$ cat src/inc/rng_pkg.sv
// Register map, field positions and shared types of the random word generator
package rng_pkg;
    localparam int WORD_W = 16;
    localparam int DIV_W  = 18;
    localparam int LFSR_W = 16;

    // Printed offsets are register indexes; byte address is four times the index
    localparam logic [23:0] IDX_CST   = 24'hFFF280;
    localparam logic [23:0] IDX_WORD  = 24'hFFF282;
    localparam logic [23:0] IDX_DIVH  = 24'hFFF284;
    localparam logic [23:0] IDX_DIVL  = 24'hFFF286;
    localparam logic [23:0] IDX_ISTAT = 24'hFFF288;
    localparam logic [23:0] IDX_WORD_IRQ_MASK_BIT = 24'hFFF28A;

    localparam int CST_EN_BIT    = 0;
    localparam int CST_VALID_BIT = 1;
    localparam int CST_WORD_IRQ_MASK_BIT  = 5;
    localparam int IRQ_WORD_BIT  = 0;
    localparam int IRQ_OVR_BIT   = 1;
    localparam int IRQ_BITS      = 2;
    localparam int DIVH_BITS     = 2;

    localparam logic [DIV_W-1:0]  DIV_RESET  = 18'h083D6;
    localparam logic [LFSR_W-1:0] LFSR_SEED  = 16'h0001;
    localparam logic [LFSR_W-1:0] LFSR_TAPS  = 16'hB400;
    localparam logic [1:0]        RESP_OKAY  = 2'h0;
    localparam logic [1:0]        RESP_SLVERR = 2'h2;

    typedef struct packed {
        logic word_irq_mask_bit;
        logic generator_enable;
    } ctrl_t;

    typedef enum logic [6:0] {
        SEL_NONE  = 7'h01,
        SEL_CST   = 7'h02,
        SEL_WORD  = 7'h04,
        SEL_DIVH  = 7'h08,
        SEL_DIVL  = 7'h10,
        SEL_ISTAT = 7'h20,
        SEL_WORD_IRQ_MASK_BIT = 7'h40
    } reg_sel_t;

    function automatic reg_sel_t decode(input logic [31:0] addr);
        logic [29:0] idx;
        idx = addr[31:2];
        if (idx == {6'h00, IDX_CST}) return SEL_CST;
        if (idx == {6'h00, IDX_WORD}) return SEL_WORD;
        if (idx == {6'h00, IDX_DIVH}) return SEL_DIVH;
        if (idx == {6'h00, IDX_DIVL}) return SEL_DIVL;
        if (idx == {6'h00, IDX_ISTAT}) return SEL_ISTAT;
        if (idx == {6'h00, IDX_WORD_IRQ_MASK_BIT}) return SEL_WORD_IRQ_MASK_BIT;
        return SEL_NONE;
    endfunction : decode

    function automatic logic [15:0] merge16(input logic [15:0] old, input logic [31:0] data,
                                            input logic [3:0] strb);
        logic [15:0] res;
        res = old;
        if (strb[0]) res[7:0] = data[7:0];
        if (strb[1]) res[15:8] = data[15:8];
        return res;
    endfunction : merge16
endpackage : rng_pkg

$ cat src/true_random_word_generator.sv
// True random word generator with AXI4-Lite register slave
//
// Summary of operation
// - Enable bit clear stops generator and oscillators.
// - Fast oscillator steps an LFSR bitstream.
// - Slow unstable oscillator samples LFSR bitstream.
// - Random bits shift into 16-bit register on strobe.
// - Complete word loads data register, sets valid.
// - Interrupt when valid word and mask bit set.
// - Data read clears word, valid and word interrupt; overrun flag stays.
// - Freeze input suppresses clear-on-read side effects.
// - Low divisor register holds divisor bits 15:0.
// - High divisor register bits 1:0 hold 17:16.
// - Divisor resets to 0x083D6.
// - Reset clears all control/status bits.
// - Valid flag reads one while word unread.
//
// Chosen here: the AXI4-Lite interface to the registers.
`timescale 1ns/10ps
module true_random_word_generator
    import rng_pkg::*;
#(
    parameter int BITS_PER_WORD = WORD_W
)(
    input  wire logic        aclk,
    input  wire logic        aresetn,
    input  wire logic [31:0] awaddr,
    input  wire logic [2:0]  awprot,
    input  wire logic        awvalid,
    output logic             awready,
    input  wire logic [31:0] wdata,
    input  wire logic [3:0]  wstrb,
    input  wire logic        wvalid,
    output logic             wready,
    output logic [1:0]       bresp,
    output logic             bvalid,
    input  wire logic        bready,
    input  wire logic [31:0] araddr,
    input  wire logic [2:0]  arprot,
    input  wire logic        arvalid,
    output logic             arready,
    output logic [31:0]      rdata,
    output logic [1:0]       rresp,
    output logic             rvalid,
    input  wire logic        rready,
    input  wire logic        fast_osc,
    input  wire logic        slow_osc,
    input  wire logic        freeze,
    output logic             osc_run,
    output logic             random_word_irq
);

    if (BITS_PER_WORD < 1 || BITS_PER_WORD > WORD_W)
    begin : g_bad_width
        $error("BITS_PER_WORD must lie between 1 and 16");
    end

    localparam logic [4:0] LAST_BIT = 5'(BITS_PER_WORD - 1);

    ctrl_t                ctrl_reg;
    logic [DIV_W-1:0]     div_reg;
    logic [DIV_W-1:0]     div_m1;
    logic [DIV_W-1:0]     cnt_reg;
    logic                 strobe_reg;
    logic [LFSR_W-1:0]    lfsr_reg;
    logic                 fast_meta_reg, fast_sync_reg, fast_prev_reg;
    logic                 slow_meta_reg, slow_sync_reg, slow_prev_reg;
    logic                 frz_meta_reg, frz_sync_reg;
    logic                 sampled_reg, rbit_meta_reg, rbit_sync_reg;
    logic [WORD_W-1:0]    shift_reg;
    logic [4:0]           bit_cnt_reg;
    logic [WORD_W-1:0]    word_reg;
    logic                 valid_reg;
    logic [IRQ_BITS-1:0]  istat_reg, word_irq_mask_bit_reg;
    logic                 aw_full_reg, w_full_reg;
    logic [31:0]          aw_addr_reg, w_data_reg;
    logic [3:0]           w_strb_reg;
    logic                 awready_reg, wready_reg, bvalid_reg, arready_reg, rvalid_reg;
    logic [1:0]           bresp_reg, rresp_reg;
    logic [31:0]          rdata_reg;
    logic                 irq_reg, osc_run_reg;

    logic                 fast_rise, slow_rise, word_done, rd_clear;
    logic                 aw_hs, w_hs, ar_hs, do_write;
    logic [WORD_W-1:0]    new_word;
    reg_sel_t             wsel, rsel;
    logic [15:0]          wmerge_cst, wmerge_divh, wmerge_divl, wmerge_word_irq_mask_bit, wmerge_istat;
    logic [IRQ_BITS-1:0]  istat_set, istat_clr;

    assign awready         = awready_reg;
    assign wready          = wready_reg;
    assign bvalid          = bvalid_reg;
    assign bresp           = bresp_reg;
    assign arready         = arready_reg;
    assign rvalid          = rvalid_reg;
    assign rdata           = rdata_reg;
    assign rresp           = rresp_reg;
    assign random_word_irq = irq_reg;
    assign osc_run         = osc_run_reg;

    // Oscillator pins and freeze are asynchronous to aclk
    always_ff @(posedge aclk)
    begin
        if (!aresetn)
        begin
            {fast_meta_reg, fast_sync_reg, fast_prev_reg} <= 3'h0;
            {slow_meta_reg, slow_sync_reg, slow_prev_reg} <= 3'h0;
            {frz_meta_reg, frz_sync_reg}                  <= 2'h0;
        end
        else
        begin
            fast_meta_reg <= fast_osc;
            fast_sync_reg <= fast_meta_reg;
            fast_prev_reg <= fast_sync_reg;
            slow_meta_reg <= slow_osc;
            slow_sync_reg <= slow_meta_reg;
            slow_prev_reg <= slow_sync_reg;
            frz_meta_reg  <= freeze;
            frz_sync_reg  <= frz_meta_reg;
        end
    end

    assign fast_rise = fast_sync_reg && !fast_prev_reg;
    assign slow_rise = slow_sync_reg && !slow_prev_reg;

    // Oscillators only run while enabled
    always_ff @(posedge aclk)
    begin
        if (!aresetn)
            osc_run_reg <= 1'b0;
        else
            osc_run_reg <= ctrl_reg.generator_enable;
    end

    // Pseudorandom stream, stepped by the fast oscillator
    always_ff @(posedge aclk)
    begin
        if (!aresetn)
            lfsr_reg <= LFSR_SEED;
        else if (ctrl_reg.generator_enable && fast_rise)
            lfsr_reg <= {lfsr_reg[LFSR_W-2:0], ^(lfsr_reg & LFSR_TAPS)};
    end

    // Random sampling instant, then resynchronised before use
    always_ff @(posedge aclk)
    begin
        if (!aresetn)
        begin
            sampled_reg   <= 1'b0;
            rbit_meta_reg <= 1'b0;
            rbit_sync_reg <= 1'b0;
        end
        else
        begin
            if (ctrl_reg.generator_enable && slow_rise)
                sampled_reg <= lfsr_reg[LFSR_W-1];
            rbit_meta_reg <= sampled_reg;
            rbit_sync_reg <= rbit_meta_reg;
        end
    end

    // Divisor of zero behaves as one
    assign div_m1 = (div_reg == '0) ? '0 : div_reg - 1'b1;

    always_ff @(posedge aclk)
    begin
        if (!aresetn)
        begin
            cnt_reg    <= DIV_RESET - 1'b1;
            strobe_reg <= 1'b0;
        end
        else if (!ctrl_reg.generator_enable)
        begin
            cnt_reg    <= div_m1;
            strobe_reg <= 1'b0;
        end
        else if (cnt_reg == '0)
        begin
            cnt_reg    <= div_m1;
            strobe_reg <= 1'b1;
        end
        else
        begin
            cnt_reg    <= cnt_reg - 1'b1;
            strobe_reg <= 1'b0;
        end
    end

    assign new_word  = {shift_reg[WORD_W-2:0], rbit_sync_reg};
    assign word_done = strobe_reg && ctrl_reg.generator_enable && bit_cnt_reg == LAST_BIT;

    always_ff @(posedge aclk)
    begin
        if (!aresetn)
        begin
            shift_reg   <= '0;
            bit_cnt_reg <= 5'h00;
        end
        else if (!ctrl_reg.generator_enable)
            bit_cnt_reg <= 5'h00;
        else if (strobe_reg)
        begin
            shift_reg   <= new_word;
            bit_cnt_reg <= word_done ? 5'h00 : bit_cnt_reg + 5'h01;
        end
    end

    // Bus handshakes
    assign aw_hs    = awvalid && awready_reg;
    assign w_hs     = wvalid && wready_reg;
    assign ar_hs    = arvalid && arready_reg;
    assign do_write = aw_full_reg && w_full_reg && !bvalid_reg;
    assign wsel     = decode(aw_addr_reg);
    assign rsel     = decode(araddr);
    assign rd_clear = ar_hs && rsel == SEL_WORD && !frz_sync_reg;

    // New word wins over a clearing read in the same cycle
    always_ff @(posedge aclk)
    begin
        if (!aresetn)
        begin
            word_reg  <= '0;
            valid_reg <= 1'b0;
        end
        else if (word_done)
        begin
            word_reg  <= new_word;
            valid_reg <= 1'b1;
        end
        else if (rd_clear)
        begin
            word_reg  <= '0;
            valid_reg <= 1'b0;
        end
    end

    assign wmerge_cst   = merge16({10'h000, ctrl_reg.word_irq_mask_bit, 4'h0, ctrl_reg.generator_enable},
                                  w_data_reg, w_strb_reg);
    assign wmerge_divh  = merge16({14'h0000, div_reg[DIV_W-1:WORD_W]}, w_data_reg, w_strb_reg);
    assign wmerge_divl  = merge16(div_reg[WORD_W-1:0], w_data_reg, w_strb_reg);
    assign wmerge_word_irq_mask_bit = merge16({14'h0000, word_irq_mask_bit_reg}, w_data_reg, w_strb_reg);
    assign wmerge_istat = merge16(16'h0000, w_data_reg, w_strb_reg);

    always_ff @(posedge aclk)
    begin
        if (!aresetn)
        begin
            ctrl_reg  <= '0;
            div_reg   <= DIV_RESET;
            word_irq_mask_bit_reg <= '0;
        end
        else if (do_write)
        begin
            unique case (wsel)
                SEL_CST:
                begin
                    ctrl_reg.generator_enable  <= wmerge_cst[CST_EN_BIT];
                    ctrl_reg.word_irq_mask_bit <= wmerge_cst[CST_WORD_IRQ_MASK_BIT];
                end
                SEL_DIVH:  div_reg[DIV_W-1:WORD_W] <= wmerge_divh[DIVH_BITS-1:0];
                SEL_DIVL:  div_reg[WORD_W-1:0] <= wmerge_divl;
                SEL_WORD_IRQ_MASK_BIT: word_irq_mask_bit_reg <= wmerge_word_irq_mask_bit[IRQ_BITS-1:0];
                SEL_NONE, SEL_WORD, SEL_ISTAT:
                begin
                end
            endcase
        end
    end

    // Sticky events, write one to clear; a new event beats the clear
    always_comb
    begin
        istat_set = '0;
        istat_set[IRQ_WORD_BIT] = word_done;
        istat_set[IRQ_OVR_BIT]  = word_done && valid_reg && !rd_clear;
        istat_clr = (do_write && wsel == SEL_ISTAT) ? wmerge_istat[IRQ_BITS-1:0] : '0;
        if (rd_clear)
            istat_clr[IRQ_WORD_BIT] = 1'b1;
    end

    always_ff @(posedge aclk)
    begin
        if (!aresetn)
            istat_reg <= '0;
        else
            istat_reg <= (istat_reg & ~istat_clr) | istat_set;
    end

    always_ff @(posedge aclk)
    begin
        if (!aresetn)
            irq_reg <= 1'b0;
        else
            irq_reg <= (valid_reg && ctrl_reg.word_irq_mask_bit)
                       || |(istat_reg & word_irq_mask_bit_reg);
    end

    // Write channel: address and data taken in either order
    always_ff @(posedge aclk)
    begin
        if (!aresetn)
        begin
            aw_full_reg <= 1'b0;
            w_full_reg  <= 1'b0;
            aw_addr_reg <= '0;
            w_data_reg  <= '0;
            w_strb_reg  <= 4'h0;
            awready_reg <= 1'b0;
            wready_reg  <= 1'b0;
            bvalid_reg  <= 1'b0;
            bresp_reg   <= RESP_OKAY;
        end
        else
        begin
            if (aw_hs)
            begin
                aw_full_reg <= 1'b1;
                aw_addr_reg <= awaddr;
            end
            else if (do_write)
                aw_full_reg <= 1'b0;
            if (w_hs)
            begin
                w_full_reg <= 1'b1;
                w_data_reg <= wdata;
                w_strb_reg <= wstrb;
            end
            else if (do_write)
                w_full_reg <= 1'b0;
            awready_reg <= !aw_hs && (do_write || !aw_full_reg);
            wready_reg  <= !w_hs && (do_write || !w_full_reg);
            if (do_write)
            begin
                bvalid_reg <= 1'b1;
                bresp_reg  <= (wsel == SEL_NONE) ? RESP_SLVERR : RESP_OKAY;
            end
            else if (bready)
                bvalid_reg <= 1'b0;
        end
    end

    // Read channel; data read has its clearing effect at acceptance
    always_ff @(posedge aclk)
    begin
        if (!aresetn)
        begin
            arready_reg <= 1'b0;
            rvalid_reg  <= 1'b0;
            rdata_reg   <= '0;
            rresp_reg   <= RESP_OKAY;
        end
        else
        begin
            arready_reg <= !ar_hs && (!rvalid_reg || rready);
            if (ar_hs)
            begin
                rvalid_reg <= 1'b1;
                rresp_reg  <= (rsel == SEL_NONE) ? RESP_SLVERR : RESP_OKAY;
                rdata_reg  <= '0;
                unique case (rsel)
                    SEL_CST:
                    begin
                        rdata_reg[CST_EN_BIT]    <= ctrl_reg.generator_enable;
                        rdata_reg[CST_VALID_BIT] <= valid_reg;
                        rdata_reg[CST_WORD_IRQ_MASK_BIT]  <= ctrl_reg.word_irq_mask_bit;
                    end
                    SEL_WORD:  rdata_reg[WORD_W-1:0] <= word_reg;
                    SEL_DIVH:  rdata_reg[DIVH_BITS-1:0] <= div_reg[DIV_W-1:WORD_W];
                    SEL_DIVL:  rdata_reg[WORD_W-1:0] <= div_reg[WORD_W-1:0];
                    SEL_ISTAT: rdata_reg[IRQ_BITS-1:0] <= istat_reg;
                    SEL_WORD_IRQ_MASK_BIT: rdata_reg[IRQ_BITS-1:0] <= word_irq_mask_bit_reg;
                    SEL_NONE:
                    begin
                    end
                endcase
            end
            else if (rready)
                rvalid_reg <= 1'b0;
        end
    end
endmodule : true_random_word_generator

$ cat config.mk
export PLATFORM = sky130hd
export DESIGN_NAME = true_random_word_generator
export DESIGN_NICKNAME = d
export VERILOG_FILES = /design/src/inc/rng_pkg.sv /design/src/true_random_word_generator.sv
export SDC_FILE = /design/constraint.sdc
export NUM_CORES = 1
export LEC_CHECK = 0
export BUFFER_PORTS_ARGS = -buffer_cell sky130_fd_sc_hd__buf_2
export CAP_MARGIN = 20
export CORE_ASPECT_RATIO = 1.5
export CORE_MARGIN = 4
export CORE_UTILIZATION = 57
export CTS_BUF_LIST = sky130_fd_sc_hd__clkbuf_4 sky130_fd_sc_hd__clkbuf_8
export CTS_CLUSTER_SIZE = 8
export DETAILED_ROUTE_END_ITERATION = 10
export PLACE_DENSITY = 0.89
export RECOVER_POWER = 50
export SYNTH_ARGS = -nofsm -noshare
export SYNTH_HDL_FRONTEND = slang
export SYNTH_SLANG_ARGS = --single-unit
$ cat constraint.sdc
create_clock -name aclk -period 2.59 [get_ports aclk]
set_input_delay 0.259 -clock aclk [delete_from_list [all_inputs] [get_ports aclk]]
set_output_delay 0.259 -clock aclk [all_outputs]
set_load 0.02 [all_outputs]
[Word level (Yosys, flattened, before mapping)]
Index checks and enable logic that the tools add are counted.
W data, S select, Z words.
Cells by class
  $add $sub $neg: 3
  eq/ne operators: 26
  bitwise gates (word level): 4
  mux-type cells: 93
  reduce and logical (&&, ||, !) cells: 51
Operators by type and width (number)
  $eq A30 B24 Y1 const B: 12
  $mux W7: 26
  $mux W18: 3
  $mux W1: 53
  $logic_not A18 Y1: 2
  $sub A18 B1 Y18 const B: 2
  $mux W16: 2
  $logic_and A1 B1 Y1: 20
  $pmux W10 S2: 1
  $reduce_xor A16 Y1: 1
  $reduce_and A3 Y1: 5
  $eq A7 B1 Y1 const B: 2
  $eq A7 B2 Y1 const B: 2
  $eq A7 B4 Y1 const B: 2
  $eq A7 B5 Y1 const B: 2
  $eq A7 B6 Y1 const B: 2
  $eq A7 B7 Y1 const B: 2
  $pmux W2 S6: 1
  $logic_not A1 Y1: 11
  $reduce_bool A2 Y1: 5
  $mux W2: 4
  $eq A7 B3 Y1 const B: 1
  $pmux W3 S2: 1
  $add A5 B1 Y5 const B: 1
  9 further kinds: 14
Word-level totals
  input bits: 116
  register bits: 186
  logic and storage cells: 217
  output and inout bits: 43

[Depth between registers and ports, before layout]
  depth after elaboration: 30
  depth in mapped cells: 9
  depth with buffers taken out: 7

[Worst setup path before layout]
No wires, ideal clock.
  path kind: register -> register
  start point: register cnt_reg[0]
  end point: register cnt_reg[10]
  data required time: 2.515 ns
  setup slack: 0.525 ns
  stages on the path, launching flop included: 9
  library setup time: 0.075 ns
  arrival time: 1.990 ns
  clock period less this slack: 2.065 ns
  buffers on the path: 1
  path through: dfxtp_1 > inv_1 > ha_1 > or4b_1 > nor4_4 > a21boi_2 > or3_1 > buf_2 > o22ai_1
Between the ends
  word-level cells in the longest chain between the ends: 3
  elaborated cells between the ends (all ways): 4
  classes of those cells: add/sub: 1; mux: 2; reduce/logical: 1
RTL lines
  start: declaration: RTL line true_random_word_generator.sv:63  | logic [DIV_W-1:0] cnt_reg;
  start signal: assignment: RTL line true_random_word_generator.sv:169  | cnt_reg <= DIV_RESET - 1'b1;
  start signal: assignment: RTL line true_random_word_generator.sv:174  | cnt_reg <= div_m1;
  start signal: assignment: RTL line true_random_word_generator.sv:179  | cnt_reg <= div_m1;
  $sub A18 B1 Y18 / $logic_not A18 Y1 (equally long branches): RTL line true_random_word_generator.sv:184, true_random_word_generator.sv:177
  $mux W18 *: RTL line true_random_word_generator.sv:177  | else if (cnt_reg == '0)
  $mux W18 *: RTL line true_random_word_generator.sv:172  | else if (!ctrl_reg.generator_enable)
Every way passes the cells marked *; elsewhere a longest branch is shown, timed or not.
A chain may end at the register's enable or synchronous reset.

[Worst setup path after layout]
  start point: register cnt_reg[0]
  end point: register cnt_reg[13]
The elaborated chain is that of the path after synthesis.

==> flow_summary_export.csv <==
group,metric,value,unit
clock_network,postCtsSetupRepairBufs,0,
place,dpl_worst_slack,200,ps
timing,setup_violations,0,
timing,final_critical_path_setup_slack,196,ps
job,max_cap_violations,1,
place,dpl.cell_count,1119,
clock_network,clk_path_buf_depth,2,
worst_setup_path,timing.critical_path.slowest_cell_delay,510,ps
worst_setup_path,worstPathRequired,2960,ps
timing,timing.slew.headroom,-27.1,%
final_layout,most-common-layout-cells,"200 x nand2_1, 182 x dfxtp_1, 92 x a21oi_1, 86 x buf_2, 65 x nor2_1",
final_layout,antennaDiodeCount,0,
clock_network,cts.clk_slew.worst_paths,90,ps
pwr,ir_worst_vdd,0.388,mV
floorplanning,initial_utilization,58.1,%
timing,min_period_over_period,92.4,%
floorplanning,i_o_pin_count,159,
hold_path,hp-class,"input pin to flop",
clock_network,cts_tree,"built",
final_layout,largest_register_ffs,30,
grt,grt_use_total,23.3,%
drt,routed-via-count,6527,
floorplanning,placementRows,51,
drt,antenna_violating_nets_post_route,0,
drt,post_drt_via_cell_ratio,5.66,
drt,drc_markers,0,
synthesis,yosys_warnings,0,
pwr,cellPowerDensity,613,mW/mm^2
floorplanning,die-width,102,microns
synthesis,synth-seq-area-share,48.2,%
timing,layout_min_cycle_time,2390,ps
clock_network,htreeDepth,4,
clock_network,total_clock_buffers_created_by_cts,17,
final_layout,areaGrowthSynthToFinish,14.0,%
timing,fmax,418,MHz
pwr,power.static_leakage,0.00325,uW
grt,number_of_antenna_violations_at_the_first_check_in_global_routing,0,
pwr,total_power,5280,uW
timing,fin_tns_setup,0,ps
clock_network,ctsRootBufferMaster,"clkbuf_8",
final_layout,finish.net_count,1101,
final_layout,final_common_cell,"nand2_1",
timing,finClkSkew,17.8,ps
place,dp.final_hpwl,12500,microns
worst_setup_path,worst_setup_path_start_kind,"flop",
synthesis,netlist_area,0.00756,sq mm
clock_network,cts_num_sinks,182,
place,gp_congestion,0.840,
drt,totalWireLength,17500,microns
final_layout,drive_above_1_share,14.9,%
synthesis,synth-edff-count,0,
drt,detail_route.first_pass.iterations,5,
place,port_buffers,112,
floorplanning,die_h,149,microns
status,violations,"capacitance limit, slew limit",
worst_setup_path,critical_path_s_slowest_cell,"or3_1",
floorplanning,core,0.0130,sq mm
worst_setup_path,critical_path_class,"flop to flop",
synthesis,synth_cell_type_count,60,
final_layout,layout.cells.non_filler,1153,
drt,wl_per_cell,15.2,microns
drt,first_iter_violations,467,
timing,finalMaxSlewViolations,43,
grt,first_global_vias,6172,
clock_network,clk_latency_worst_skew_pair,450,ps
worst_setup_path,critical_path.endpoint_type,"flop",
grt,grt-ovfl-total,0,
worst_setup_path,crit_path_cell_trace,"inv_1 > ha_1 > or4b_1 > nor4_4 > a21boi_2 > or3_1 > o22ai_1",
timing,worst_tran_pin_value,1910,ps
status,outcome,"finished, violations left",
floorplanning,die_area,0.0152,sq mm
synthesis,dominantRegCellSynth,"dfxtp_1",
worst_setup_path,worst-path-max-fanout,13,
timing,hold_viol,0,
synthesis,post_synth.cell_area_avg,8.57,sq um
grt,grt_pass1_wl,28300,microns
synthesis,ys_seq_elements,182,
synthesis,synth-async-reset-ratio,0,%
worst_setup_path,cp_data_arrival_time,2760,ps
grt,grt_start_max_net_pins,85,
timing,unrepaired_setup_endpoints_after_global_routing,"false",
synthesis,syn_inst,882,
critical path: cells and delay by family (launching register included):
family	cells	cell delay, ps
AND/OR/NAND/NOR	3	1240
buffers and inverters	1	80
flip-flops	1	330
adder cells (fa/ha/maj)	1	230
AO/OA/AOI/OAI	2	420
synthesized netlist by cell type (2+ instances only):
| cell | instances | area (sq um) |
|---|---|---|
| o311ai_0 | 5 | 43.8 |
| nand3_1 | 13 | 65.1 |
| nand3b_1 | 3 | 22.5 |
| a21oi_1 | 92 | 460 |
| nor3_1 | 15 | 75.1 |
| nand4_1 | 10 | 62.6 |
| nand2_1 | 200 | 751 |
| and4b_1 | 2 | 20.0 |
| a22oi_1 | 22 | 165 |
| mux2i_1 | 33 | 330 |
| o22ai_1 | 8 | 50.1 |
| a211oi_1 | 2 | 15.0 |
| nor2_1 | 65 | 244 |
| and3_1 | 3 | 18.8 |
| o21ai_0 | 7 | 35.0 |
| nor4_4 | 2 | 42.5 |
| dfxtp_1 | 182 | 3640 |
| mux2_2 | 2 | 22.5 |
| a2bb2oi_1 | 13 | 114 |
| buf_2 | 7 | 35.0 |
| nor4b_1 | 3 | 26.3 |
| nor4_1 | 8 | 50.1 |
| o31ai_1 | 3 | 22.5 |
| clkbuf_1 | 40 | 150 |
| or3_1 | 9 | 56.3 |
| nand4b_1 | 3 | 26.3 |
| xor2_1 | 14 | 123 |
| or4b_2 | 3 | 30.0 |
| inv_1 | 9 | 33.8 |
| nand2b_1 | 5 | 31.3 |
| buf_1 | 5 | 18.8 |
| nor2b_1 | 6 | 37.5 |
| o211ai_1 | 2 | 15.0 |
| or4b_1 | 4 | 40.0 |
| and2_1 | 16 | 100 |
| nor3b_1 | 3 | 22.5 |
| buf_4 | 19 | 143 |
| ha_1 | 4 | 50.1 |
| xnor2_1 | 19 | 166 |
final cells by class:
| cell class | instances | area (sq um) |
|---|---|---|
| clock buffer | 19 | 255 |
| clock inverter | 13 | 193 |
| fill | 1053 | 4400 |
| inverter | 10 | 38.8 |
| multi-input combinational | 636 | 3590 |
| sequential | 182 | 3640 |
| tap | 159 | 199 |
| timing repair buffer | 134 | 696 |
kinds of logic (layout without fill, tap and decap cells):
family,Yosys count,count (layout),share of synthesized area (%)
AOI/OAI and AO/OA,164,164,13.5
and+or+nand+nor,382,382,24.0
buffers and inverters,81,176,5.08
DFF,182,182,48.2
other,1,18,0.0496
xor gates and xnor gates,33,33,3.82
adders and majority gates,4,4,0.662
muxes,35,35,4.67
path summary, 6_finish.rpt:
kind	depth (start not counted)	slack (ps)	from	to
worst max-delay path	7	200	cnt_reg[0]	cnt_reg[13]
worst min-delay path	2	30	fast_osc	fast_meta_reg
worst max register to register	7	200	cnt_reg[0]	cnt_reg[13]
worst min register to register	1	440	fast_meta_reg	fast_sync_reg
metrics by stage:
step                      utilization (%)  hold WS, ps  cell area, sq um
after floorplan                         -          386              7620
after global placement               63.0          414              8200
after detailed placement             63.0          424              8200
after CTS                            66.4        0.468              8650
after global routing                 66.2         8.41              8610
final                                66.2         34.8              8610
power breakdown:
group / internal (uW) / switching [uW] / leakage (uW)
clock network: 1110 / 1000 / 0.000227
registers: 2850 / 29.8 / 0.00147
logic: 110 / 185 / 0.00155
per-layer routing:
metal  share of wire, %  up-vias  global-route usage, %
li1                   -     3192                      -
met1                 38     3023                   26.4
met2                 50      274                   40.9
met3                8.1       38                   5.33
met4                3.6        0                   10.2
met5                  0        -                      0
what timing repair did:
item,4_1_cts,5_1_grt
hold buffers,0,2
endpoints found under the hold margin,0,2
gates resized for setup,0,0
Power figures use the tool's default switching activity.
